===== src/dma_status_pkg.sv =====
package dma_status_pkg;
  localparam int DATA_W = 64;
  localparam int ADDR_W = 8;
  // register offsets (byte addresses, one aligned word each)
  localparam logic [7:0] STATUS_OFF = 8'h00;
  localparam logic [7:0] CONFIG_OFF = 8'h08;
  localparam logic [7:0] IRQ_MASK_OFF = 8'h10;
  localparam logic [7:0] EVENT_OFF = 8'h18;
  // status field positions
  localparam int BIT_PAYLOAD_ERR = 0;
  localparam int BIT_DESC_ERR = 1;
  localparam int BIT_PCI_ERR = 2;
  localparam int BIT_SETUP_ERR = 3;
  localparam int BIT_XFER_DONE = 5;
  localparam int BIT_CHAIN_DONE = 6;
  localparam int BIT_ABNORMAL = 7;
  localparam int BIT_ACTIVE = 8;
  localparam int BIT_CHAIN_EN = 9;
  localparam int BIT_DONE_IRQ = 10;
  localparam int BIT_ERR_IRQ = 11;
  // config field positions
  localparam int CFG_ACTIVE = 0;
  localparam int CFG_CHAIN_EN = 1;
  localparam int CFG_CHAIN_IE = 2;
  localparam int CFG_XFER_IE = 3;
  // event register holds the six sticky flags, bits 6,5 and 3..0 of status
  localparam int EV_W = 7;
  localparam logic [6:0] EV_W1C_MASK = 7'h6F;
  localparam logic [6:0] EV_RESET = 7'h00;
  localparam logic [3:0] CFG_RESET = 4'h0;
  localparam logic [6:0] MASK_RESET = 7'h00;

  typedef struct packed {
    logic chain_done;
    logic xfer_done;
    logic setup_mismatch;
    logic pci_fatal;
    logic desc_bus_err;
    logic payload_bus_err;
  } dma_events_t;

  typedef struct packed {
    logic [ADDR_W-1:0] addr;
    logic [DATA_W-1:0] wdata;
    logic wr;
    logic rd;
  } reg_req_t;
endpackage


===== src/event_flags.sv =====
`timescale 1ns/1ps
module event_flags
  import dma_status_pkg::*;
(
  input wire logic clk_sys_i,
  input wire logic rst_i,
  input wire logic [EV_W-1:0] set_i,
  input wire logic [EV_W-1:0] clear_i,
  output logic [EV_W-1:0] flags_o
);
  // set wins over a clear in the same cycle
  genvar g;
  generate
    for (g = 0; g < EV_W; g++)
    begin : g_flag
      always_ff @(posedge clk_sys_i or posedge rst_i)
      begin
        if (rst_i)
          flags_o[g] <= EV_RESET[g];
        else if (set_i[g])
          flags_o[g] <= 1'b1;
        else if (clear_i[g])
          flags_o[g] <= 1'b0;
      end
    end
  endgenerate
endmodule


===== src/event_mapper.sv =====
`timescale 1ns/1ps
module event_mapper
  import dma_status_pkg::*;
(
  input wire dma_status_pkg::dma_events_t ev_i,
  input wire logic chain_active_i,
  output logic [EV_W-1:0] set_o,
  output logic halt_o
);
  always_comb
  begin
    set_o = '0;
    set_o[BIT_PAYLOAD_ERR] = ev_i.payload_bus_err;
    set_o[BIT_DESC_ERR] = ev_i.desc_bus_err & chain_active_i;
    set_o[BIT_PCI_ERR] = ev_i.pci_fatal & chain_active_i;
    set_o[BIT_SETUP_ERR] = ev_i.setup_mismatch;
    set_o[BIT_XFER_DONE] = ev_i.xfer_done;
    set_o[BIT_CHAIN_DONE] = ev_i.chain_done;
    // pci fatal error is recorded but does not halt
    halt_o = ev_i.payload_bus_err | set_o[BIT_DESC_ERR]
      | ev_i.setup_mismatch;
  end
endmodule


===== src/pci_dma_status_flags.sv =====
// Operation
// - status bit 8 mirrors the transfer-active configuration bit always.
// - status bit 7 is read-only OR of error bits 3 to 0.
// - status bit 6 sets on clean chain end, write-one clears.
// - status bit 5 sets on clean data transfer end, write-one clears.
// - status bit 3 sets and halts on setting mismatch, write-one clears.
// - status bit 2 sets on PCI bus error during chaining.
// - status bit 1 sets and halts on internal bus chain error.
// - status bit 0 sets and halts on internal bus data error.
// - bit 10 high when chain-done and enable, or xfer-done and enable.
`timescale 1ns/1ps
module pci_dma_status_flags
(
  input wire logic clk_sys_i,
  input wire logic rst_i,
  input wire logic [dma_status_pkg::ADDR_W-1:0] addr_i,
  input wire logic [dma_status_pkg::DATA_W-1:0] wdata_i,
  input wire logic wr_i,
  input wire logic rd_i,
  input wire dma_status_pkg::dma_events_t events_i,
  input wire logic xfer_finish_i,
  output logic [dma_status_pkg::DATA_W-1:0] rdata_o,
  output logic transfer_active_o,
  output logic chain_enable_o,
  output logic dma_halt_o,
  output logic irq_o
);
  import dma_status_pkg::*;

  reg_req_t req;
  logic [3:0] cfg_reg;
  logic [EV_W-1:0] mask_reg;
  logic [EV_W-1:0] flags;
  logic [EV_W-1:0] set_v;
  logic [EV_W-1:0] clr_v;
  logic halt_req;
  logic abnormal_chain_done;
  logic normal_done_irq_status;
  logic error_irq_status;
  logic [DATA_W-1:0] status_word;
  logic [DATA_W-1:0] rdata_next;
  logic irq_next;

  assign req = '{addr: addr_i, wdata: wdata_i, wr: wr_i, rd: rd_i};

  function automatic logic hit(input logic [ADDR_W-1:0] a,
                               input logic [7:0] off);
    hit = (a == off);
  endfunction

  event_mapper u_map (
    .ev_i(events_i),
    .chain_active_i(cfg_reg[CFG_CHAIN_EN]),
    .set_o(set_v),
    .halt_o(halt_req)
  );

  // only bits 6,5,3..0 are write-one-clear; bit 4 stays zero
  assign clr_v = (req.wr && hit(req.addr, STATUS_OFF))
    ? (req.wdata[EV_W-1:0] & EV_W1C_MASK) : '0;

  event_flags u_flags (
    .clk_sys_i(clk_sys_i),
    .rst_i(rst_i),
    .set_i(set_v & EV_W1C_MASK),
    .clear_i(clr_v),
    .flags_o(flags)
  );

  assign abnormal_chain_done = |flags[BIT_SETUP_ERR:BIT_PAYLOAD_ERR];
  assign normal_done_irq_status =
    (flags[BIT_CHAIN_DONE] & cfg_reg[CFG_CHAIN_IE])
    | (flags[BIT_XFER_DONE] & cfg_reg[CFG_XFER_IE]);
  assign error_irq_status = abnormal_chain_done;

  always_comb
  begin
    status_word = '0;
    status_word[EV_W-1:0] = flags & EV_W1C_MASK;
    status_word[BIT_ABNORMAL] = abnormal_chain_done;
    status_word[BIT_ACTIVE] = cfg_reg[CFG_ACTIVE];
    status_word[BIT_CHAIN_EN] = cfg_reg[CFG_CHAIN_EN];
    status_word[BIT_DONE_IRQ] = normal_done_irq_status;
    status_word[BIT_ERR_IRQ] = error_irq_status;
  end

  // configuration: software sets, hardware halt or transfer finish drops transfer-active
  always_ff @(posedge clk_sys_i or posedge rst_i)
  begin
    if (rst_i)
      cfg_reg <= CFG_RESET;
    else
    begin
      if (req.wr && hit(req.addr, CONFIG_OFF))
        cfg_reg <= req.wdata[3:0];
      if (halt_req || xfer_finish_i)
        cfg_reg[CFG_ACTIVE] <= 1'b0;
    end
  end

  always_ff @(posedge clk_sys_i or posedge rst_i)
  begin
    if (rst_i)
      mask_reg <= MASK_RESET;
    else if (req.wr && hit(req.addr, IRQ_MASK_OFF))
      mask_reg <= req.wdata[EV_W-1:0] & EV_W1C_MASK;
  end

  always_comb
  begin
    rdata_next = '0;
    if (req.rd)
    begin
      if (hit(req.addr, STATUS_OFF))
        rdata_next = status_word;
      else if (hit(req.addr, CONFIG_OFF))
        rdata_next[3:0] = cfg_reg;
      else if (hit(req.addr, IRQ_MASK_OFF))
        rdata_next[EV_W-1:0] = mask_reg;
      else if (hit(req.addr, EVENT_OFF))
        rdata_next[EV_W-1:0] = flags & EV_W1C_MASK;
    end
  end

  always_ff @(posedge clk_sys_i or posedge rst_i)
  begin
    if (rst_i)
      rdata_o <= '0;
    else
      rdata_o <= rdata_next;
  end

  assign irq_next = |(flags & mask_reg & EV_W1C_MASK);

  always_ff @(posedge clk_sys_i or posedge rst_i)
  begin
    if (rst_i)
    begin
      irq_o <= 1'b0;
      dma_halt_o <= 1'b0;
      transfer_active_o <= 1'b0;
      chain_enable_o <= 1'b0;
    end
    else
    begin
      irq_o <= irq_next;
      dma_halt_o <= halt_req;
      transfer_active_o <= cfg_reg[CFG_ACTIVE];
      chain_enable_o <= cfg_reg[CFG_CHAIN_EN];
    end
  end
endmodule


===== config.mk =====
export PLATFORM = sky130hd
export DESIGN_NAME = pci_dma_status_flags
export DESIGN_NICKNAME = d
export VERILOG_FILES = /design/src/dma_status_pkg.sv /design/src/event_flags.sv /design/src/event_mapper.sv /design/src/pci_dma_status_flags.sv
export SDC_FILE = /design/constraint.sdc
export NUM_CORES = 1
export LEC_CHECK = 0
export BUFFER_PORTS_ARGS = -buffer_cell sky130_fd_sc_hd__buf_2
export CAP_MARGIN = 0
export CORE_MARGIN = 2
export CORE_UTILIZATION = 35
export CTS_CLUSTER_SIZE = 40
export DETAILED_ROUTE_END_ITERATION = 8
export GPL_TIMING_DRIVEN = 0
export PLACE_DENSITY_LB_ADDON = 0.15
export SYNTH_ARGS = -nofsm -noshare
export SYNTH_HDL_FRONTEND = slang
export SYNTH_SLANG_ARGS = --single-unit

===== constraint.sdc =====
create_clock -name clk_sys_i -period 1.1 [get_ports clk_sys_i]
set_input_delay 0.22 -clock clk_sys_i [delete_from_list [all_inputs] [get_ports clk_sys_i]]
set_output_delay 0.22 -clock clk_sys_i [all_outputs]
set_load 0.01 [all_outputs]

==> flow_summary.ini, run 1 <==
[clock_tree]
cts.sinks = 30
cts.path.max_buffers = 2
clk_pin_slew_worst_paths_ns = 0.06
cts_hold_buf = 0
clockRootBuffer = clkbuf_8
htree_levels = 2
clk_latency_ns = 0.27
cts_made_buffers = 5
cts_tree = built

[power_and_ir_drop]
total_power_mw = 2.53
ir_drop_uv = 417
leakagePower_nw = 1.33
switching_share_pct = 26.5
pwr-share-comb_pct = 20.6
seqPwrFrac_pct = 48.5
p_switching_mw = 0.670
internal_power_mw = 1.86
pwr_density_cell_mw_per_mm2 = 1060
pwr-share-clk_pct = 31.0

[placed_design]
place_area_sq_mm = 0.00225
gp_congestion = 0.758
place_hpwl_mm = 2.70
place_inst = 327
io_buffers = 37

[finish]
final_cell_mix = 59 x buf_4, 53 x conb_1, 37 x buf_2, 28 x dfrtp_1, 14 x nor2_1
fin_area_sq_mm = 0.00238
fin_nets = 354
largest_reg_flops = 10
fillers = 474
area_delta_synth_final_pct = 34.7
layout_commonest_cell = buf_4
final_layout_size_suffix_gt1_share_pct = 45.8
final_cells = 338
antenna_cells = 0

[yosys]
ys_ff_latch = 30
syn_area_sq_mm = 0.00177
syn_avg_cell_area_sq_um = 10.3
yosysSeqAreaShare_pct = 42.4
synthCells = 171
ys_types = 25
yosys_warnings = 0

[timing]
finalMaxSlewViolations = 0
skew_ns = 0.00560
finalCriticalPeriod_ns = 1.06
max_freq_ghz = 0.944
worstMarginPinSlew_ns = 0.617
final_min_period_over_clock_period_pct = 96.3
fin_tns_setup_ns = 0
relSlewSlack_pct = 58.8
rsz0062_at_grt = false
final-setup-viol-count = 0
timing.final.hold_violations = 0

[hold_path]
hold_path.class = in -> async

[global_routing]
grt_pass1_vias = 1236
grt_max_degree = 31
antenna_found_initial = 0
grt_pass1_wl_mm = 5.43
grt_usage_pct = 12.9
overflow = 0

[critical_path]
crit_arrival_ns = 1.26
start_kind = flop
cp.required_ns = 1.30
critPathCaptureType = flop
critPathKind = reg -> reg
critPathMaxFanout = 6
startpoint = cfg_reg[1]
r2r-start = cfg_reg[1]

[floorplan]
initial_core_util_pct = 37.0
fp-row-count = 25
io_pins = 151
core_sq_mm = 0.00479
chipWidth_um = 75.1
die_h_um = 75.1
dieArea_sq_mm = 0.00564

[routing]
viasPerCell = 3.86
drc = 0
ant_nets = 0
routed_wl_mm = 3.39
via_count = 1305
drt-pass1-iter-count = 4
wl_per_cell_um = 10.0
drt_iter0_drc = 55

[status]
status = finished, final reports clean

[flow_run]
cap_violations = 0
[power groups by stage]
stage               clock [mW]  combinational, mW  sequential, mW
finish                   0.784              0.521            1.23
global route             0.855              0.584            1.23
CTS                      0.814              0.509            1.22
detailed placement           0              0.497            1.24
global placement             0              0.495            1.24
floorplan                    0              0.391            1.23
[cells by family (layout without fill, tap and decap cells)]
logic type	after synthesis	after routing	synth area share, %
DFF	30	30	42.4
and+or+nand+nor	40	40	13.2
muxes	16	16	9.83
other	1	53	0.212
buffers and inverters	61	109	25.0
AOI/OAI and AO/OA	23	23	9.41
[routing by layer]
layer / vias up / GRT usage, % / share of wire [%]
li1: 681 / - / -
met2: 58 / 20.7 / 50
met5: - / 0 / 0
met1: 564 / 15.6 / 41
met3: 2 / 4.95 / 7.3
met4: 0 / 5.36 / 1.0
[path summary, 6_finish.rpt]
path | endpoint | slack (ns) | depth (start not counted)
max | cfg_reg[0] | 0.04 | 3
min | rdata_o[1] | 0.02 | 2
max reg2reg | cfg_reg[0] | 0.04 | 3
min reg2reg | transfer_active_o | 0.45 | 0
max in group asynchronous | cfg_reg[1] | 0.69 | 2
min in group clk_sys_i | u_flags.flags_o[1] | 0.18 | 2
[layout make-up]
cell class | instances | area (sq um) | area share [%]
timing repair buffer | 42 | 229 | 9.61
buffer | 58 | 437 | 18.3
tap | 67 | 83.8 | 3.52
inverter | 2 | 11.3 | 0.472
multi-input combinational | 132 | 793 | 33.3
sequential | 30 | 753 | 31.6
clock buffer | 7 | 76.3 | 3.20
[synthesized netlist by cell type]
cell,instances,area [sq um]
a2111oi_0,1,8.76
a211oi_1,7,52.6
a21oi_1,5,25.0
a22o_1,1,8.76
a22oi_1,6,45.0
a41oi_1,3,26.3
and3_1,3,18.8
buf_2,2,10.0
buf_4,56,420
clkbuf_1,1,3.75
conb_1,1,3.75
dfrtp_1,30,751
inv_1,2,7.51
mux2_2,11,124
mux2i_1,5,50.1
nand2_1,8,30.0
nand3_1,2,10.0
nand4_1,2,12.5
nand4_2,1,12.5
nand4_4,1,21.3
nor2_1,14,52.6
nor2b_1,5,31.3
nor3_1,1,5.00
nor3_4,2,32.5
nor4_1,1,6.26
[through the flow]
stage	hold slack, ns	setup slack, ns	utilization, %
2_1_floorplan	0.311	0.000433	-
4_1_cts	0.178	0.0138	49.2
6_report	0.0219	0.0408	49.8
3_3_place_gp	0.438	-0.239	47.1
3_5_place_dp	0.437	-0.247	47.1
5_1_grt	0.0722	0.00209	49.8
[timing repair]
| item | in CTS | in global routing |
|---|---|---|
| endpoints found under the setup margin | 2 | 46 |
| resized for setup | 3 | 2 |
| buffers inserted | 2 | 3 |
| pin swaps | 0 | 2 |
| gates cloned | 0 | 0 |
[critical path, stage by stage, from the launching register on]
cell and delay, ns:
dfrtp_2 0.46, a2111oi_4 0.32, nand2_1 0.09, mux2i_1 0.13
No activity file was read; power rests on OpenSTA's default activity.
==> inputs of run 2 (changes only) <==
--- a/config.mk
+++ b/config.mk
@@ -13,6 +13,7 @@
 export DETAILED_ROUTE_END_ITERATION = 8
 export GPL_TIMING_DRIVEN = 0
 export PLACE_DENSITY_LB_ADDON = 0.15
+export REMOVE_ABC_BUFFERS = 1
 export SYNTH_ARGS = -nofsm -noshare
 export SYNTH_HDL_FRONTEND = slang
 export SYNTH_SLANG_ARGS = --single-unit
==> flow_summary.ini, run 2 (synthesized netlist as in run 1, its figures left out) <==
[routing]
viasPerCell = 4.27
wl_per_cell_um = 12.5
routed_wl_mm = 3.54
drt-pass1-iter-count = 4
via_count = 1209
ant_nets = 0
drc = 0
drt_iter0_drc = 52

[finish]
antenna_cells = 0
area_delta_synth_final_pct = 12.2
fin_nets = 299
final_cells = 283
largest_reg_flops = 10
final_util_pct = 41.5
layout_commonest_cell = conb_1
final_layout_size_suffix_gt1_share_pct = 34.3
final_cell_mix = 53 x conb_1, 38 x buf_2, 28 x dfrtp_1, 13 x nor2_1, 11 x mux2_2

[critical_path]
critPathCaptureType = flop
cp_slowest_stage_delay_ns = 0.48
cp_top_family = flip-flops
critPathMaxFanout = 7
critical_path.slowest_cell = dfrtp_2
critPathKind = reg -> reg
crit_arrival_ns = 1.32
start_kind = flop
cp.required_ns = 1.30
path_buf_inv = 0
crit_chain = a2111oi_4, nand2_1, mux2i_1

[floorplan]
core_sq_mm = 0.00479
die_h_um = 75.1
dieArea_sq_mm = 0.00564
fp-row-count = 25
chipWidth_um = 75.1
io_pins = 151
initial_core_util_pct = 37.0

[status]
violations = negative setup slack
status = finished with violations

[global_routing]
met1_usage_pct = 15.1
grt_pass1_vias = 997
grt_use_met2_pct = 20.0
antenna_found_initial = 0
grt_pass1_wl_mm = 5.05
grt_use_met3_pct = 3.88
grt_max_degree = 31
busiest_layer = met2
grt_usage_pct = 12.5
overflow = 0

[power_and_ir_drop]
pwr_density_cell_mw_per_mm2 = 1220
ir_drop_uv = 382
leakagePower_nw = 1.03

[timing]
relSlewSlack_pct = 56.8
whs_ns = 0.0256
worstMarginPinSlew_ns = 0.646
finalCriticalPeriod_ns = 1.11
finalMaxSlewViolations = 0
timing.final.hold_violations = 0
skew_ns = 0.00285
rsz0062_at_grt = true
worst_slack_ns = -0.0144
final_min_period_over_clock_period_pct = 101
final-setup-viol-count = 1
max_freq_ghz = 0.897

[clock_tree]
clk_pin_slew_worst_paths_ns = 0.06
htree_levels = 2
clockRootBuffer = clkbuf_8
cts_hold_buf = 0
clk_latency_ns = 0.28
cts_made_buffers = 5
cts.path.max_buffers = 2
cts.sinks = 30
cts_tree = built

[placed_design]
place_inst = 270
gp_congestion = 0.730
io_buffers = 39

[hold_path]
hold_path.class = in -> async

[flow_run]
cap_violations = 0
run 2: cell types whose count changed in the layout (fill, tap and decap cells not counted), sizes merged:
cell  delta
buf     -55
run 2: what timing repair did:
action                     CTS  global route
setup endpoints to repair   10            47
pin swaps                    0             2
resized for setup            5             7
buffers inserted             0             6
run 2: where the power goes:
part | internal [mW] | leakage [nW] | switching [mW]
logic | 0.144 | 0.611 | 0.241
registers | 1.16 | 0.385 | 0.0636
clock network | 0.434 | 0.0383 | 0.375
total | 1.74 | 1.03 | 0.679
run 2: final cells by class:
class	instances	area [sq um]
Clock buffer	7	76.3
Fill cell	474	2800
Inverter	2	11.3
Multi-Input combinational cell	132	805
Sequential cell	30	753
Tap cell	67	83.8
Timing Repair Buffer	45	255
run 2: final timing paths:
path / start / endpoint / slack (ns) / depth (start not counted)
hold reg to reg: cfg_reg[0] / transfer_active_o / 0.44 / 0
max in group asynchronous: rst_i / cfg_reg[1] / 0.67 / 2
min in group clk_sys_i: wdata_i[6] / mask_reg[6] / 0.19 / 2
hold / removal: rst_i / dma_halt_o / 0.03 / 2
setup reg to reg: cfg_reg[1] / cfg_reg[0] / -0.01 / 3
setup / recovery: cfg_reg[1] / cfg_reg[0] / -0.01 / 3
run 2: metrics by stage:
stage                     power [mW]  worst slack [ns]  TNS, ns  area [sq um]
final                           2.42           -0.0144  -0.0144          1980
after global routing            2.55           -0.0591  -0.0591          1980
after CTS                       2.41           -0.0222  -0.0222          1910
after detailed placement        1.59            -0.379   -12.72          1810
after global placement          1.59            -0.369   -12.62          1810
after floorplan                 1.45           -0.0705   -0.141          1530
run 2: per-layer routing:
| metal | wire length, um | up-vias |
|---|---|---|
| met3 | 387 | 7 |
| li1 | - | 569 |
| met2 | 1580 | 84 |
| met1 | 1490 | 549 |
| met5 | 0 | - |
| met4 | 87 | 0 |
==> inputs of run 3 (changes only) <==
--- a/config.mk
+++ b/config.mk
@@ -16,4 +16,5 @@
 export REMOVE_ABC_BUFFERS = 1
 export SYNTH_ARGS = -nofsm -noshare
 export SYNTH_HDL_FRONTEND = slang
+export SYNTH_HIERARCHICAL = 1
 export SYNTH_SLANG_ARGS = --single-unit
==> flow_summary.ini, run 3 <==
[status]
status = finished with violations
violations = negative setup slack

[clock_tree]
cts_tree = built
cts_made_buffers = 5
clockRootBuffer = clkbuf_8
htree_levels = 2
clk_pin_slew_worst_paths_ns = 0.06
cts.path.max_buffers = 2
cts.sinks = 30
clk_latency_ns = 0.27

[timing]
relSlewSlack_pct = 39.0
max_freq_ghz = 0.747
timing.final.hold_violations = 0
finalMaxSlewViolations = 0
final_min_period_over_clock_period_pct = 122
rsz0062_at_grt = true
final-setup-viol-count = 20
skew_ns = 0.00481
finalCriticalPeriod_ns = 1.34
worst_slack_ns = -0.239
worstMarginPinSlew_ns = 0.914

[global_routing]
antenna_found_initial = 0
grt_usage_pct = 12.5
grt_pass1_wl_mm = 5.29
overflow = 0
grt_max_degree = 25
grt_pass1_vias = 1127

[routing]
viasPerCell = 4.20
ant_nets = 0
drt-pass1-iter-count = 4
routed_wl_mm = 3.48
drc = 0
drt_iter0_drc = 32
wl_per_cell_um = 12.0
via_count = 1218

[floorplan]
io_pins = 151
dieArea_sq_mm = 0.00575
die_h_um = 75.8
core_sq_mm = 0.00504
chipWidth_um = 75.8
fp-row-count = 26
initial_core_util_pct = 35.8

[finish]
final_cells = 290
antenna_cells = 0
final_cell_mix = 53 x conb_1, 36 x buf_2, 30 x dfrtp_1, 11 x inv_1, 7 x mux2_1
final_layout_size_suffix_gt1_share_pct = 30.5
layout_commonest_cell = conb_1
fin_nets = 302
largest_reg_flops = 10
area_delta_synth_final_pct = 14.2

[power_and_ir_drop]
leakagePower_nw = 1.06
pwr-share-clk_pct = 41.0
switching_share_pct = 25.0
pwr-share-comb_pct = 12.5
internal_power_mw = 1.96
ir_drop_uv = 496
p_switching_mw = 0.652
pwr_density_cell_mw_per_mm2 = 1260
seqPwrFrac_pct = 46.5

[critical_path]
critPathCaptureType = flop
critPathKind = in -> reg
critPathMaxFanout = 6
start_kind = primary input
startpoint = addr_i[5]
r2r-start = cfg_reg[1]
cp.required_ns = 1.27
crit_arrival_ns = 1.51

[placed_design]
place_hpwl_mm = 2.63
gp_congestion = 0.753
io_buffers = 39
place_inst = 275
place_ws_ns = -0.898

[hold_path]
hold_path.startpoint = events_i[4]
hold_path.class = in -> reg

[yosys]
yosys_warnings = 6
syn_avg_cell_area_sq_um = 10.3
syn_area_sq_mm = 0.00181
synthCells = 176

[flow_run]
cap_violations = 0
run 3: layout make-up:
class	count	area (sq um)
clock buffer	7	76.3
clock inverter	1	30.0
fill	512	2980
inverter	13	48.8
multi-input combinational	123	792
sequential	30	751
tap	70	87.6
timing repair buffer	46	277
run 3: routing by layer:
layer / GRT usage (%) / wire length (um)
met5: 0 / 0
met4: 7.02 / 108
met3: 2.78 / 305
met2: 22.1 / 1740
met1: 13.6 / 1330
run 3: path summary, 6_finish.rpt:
kind | cells after the start | slack, ns | to
worst max-delay path | 7 | -0.24 | u_flags/flags_o[0]
worst min-delay path | 2 | 0.12 | u_flags/flags_o[5]
worst max register to register | 4 | -0.12 | cfg_reg[0]
worst min register to register | 0 | 0.46 | transfer_active_o
max in group asynchronous | 2 | 0.39 | rdata_o[7]
min in group asynchronous | 2 | 0.15 | mask_reg[1]
run 3: per-stage QoR:
step / hold slack, ns / power, mW / instance area, sq um / utilization (%) / TNS [ns]
detailed placement: 0.183 / 1.53 / 1830 / 36.3 / -13.69
global placement: 0.179 / 1.52 / 1830 / 36.3 / -13.17
global route: 0.112 / 2.74 / 2060 / 40.9 / -4.23
floorplan: 0.0110 / 1.40 / 1550 / - / -4.62
CTS: 0.117 / 2.65 / 2050 / 40.7 / -2.69
finish: 0.121 / 2.61 / 2060 / 40.9 / -2.87
run 3: worst max-delay path, stage by stage:
cell and delay (ns):
buf_8 0.10, or4_4 0.55, nor4_4 0.14, buf_4 0.19, and2_1 0.13, inv_1 0.04
a21o_1 0.14
run 3: what timing repair did:
action                                  in CTS  in global routing
resized for setup                           21                  1
hold endpoints to repair                     6                  0
endpoints found under the setup margin      21                 23
pin swaps                                   13                  2
buffers inserted                             5                  1
hold buffers                                 1                  0
run 3: power groups by stage:
stage	Clock [mW]	Sequential (mW)	Combinational [mW]
2_1_floorplan	0	1.22	0.179
3_3_place_gp	0	1.23	0.290
3_5_place_dp	0	1.24	0.291
4_1_cts	1.11	1.22	0.323
5_1_grt	1.16	1.22	0.362
6_report	1.07	1.21	0.325
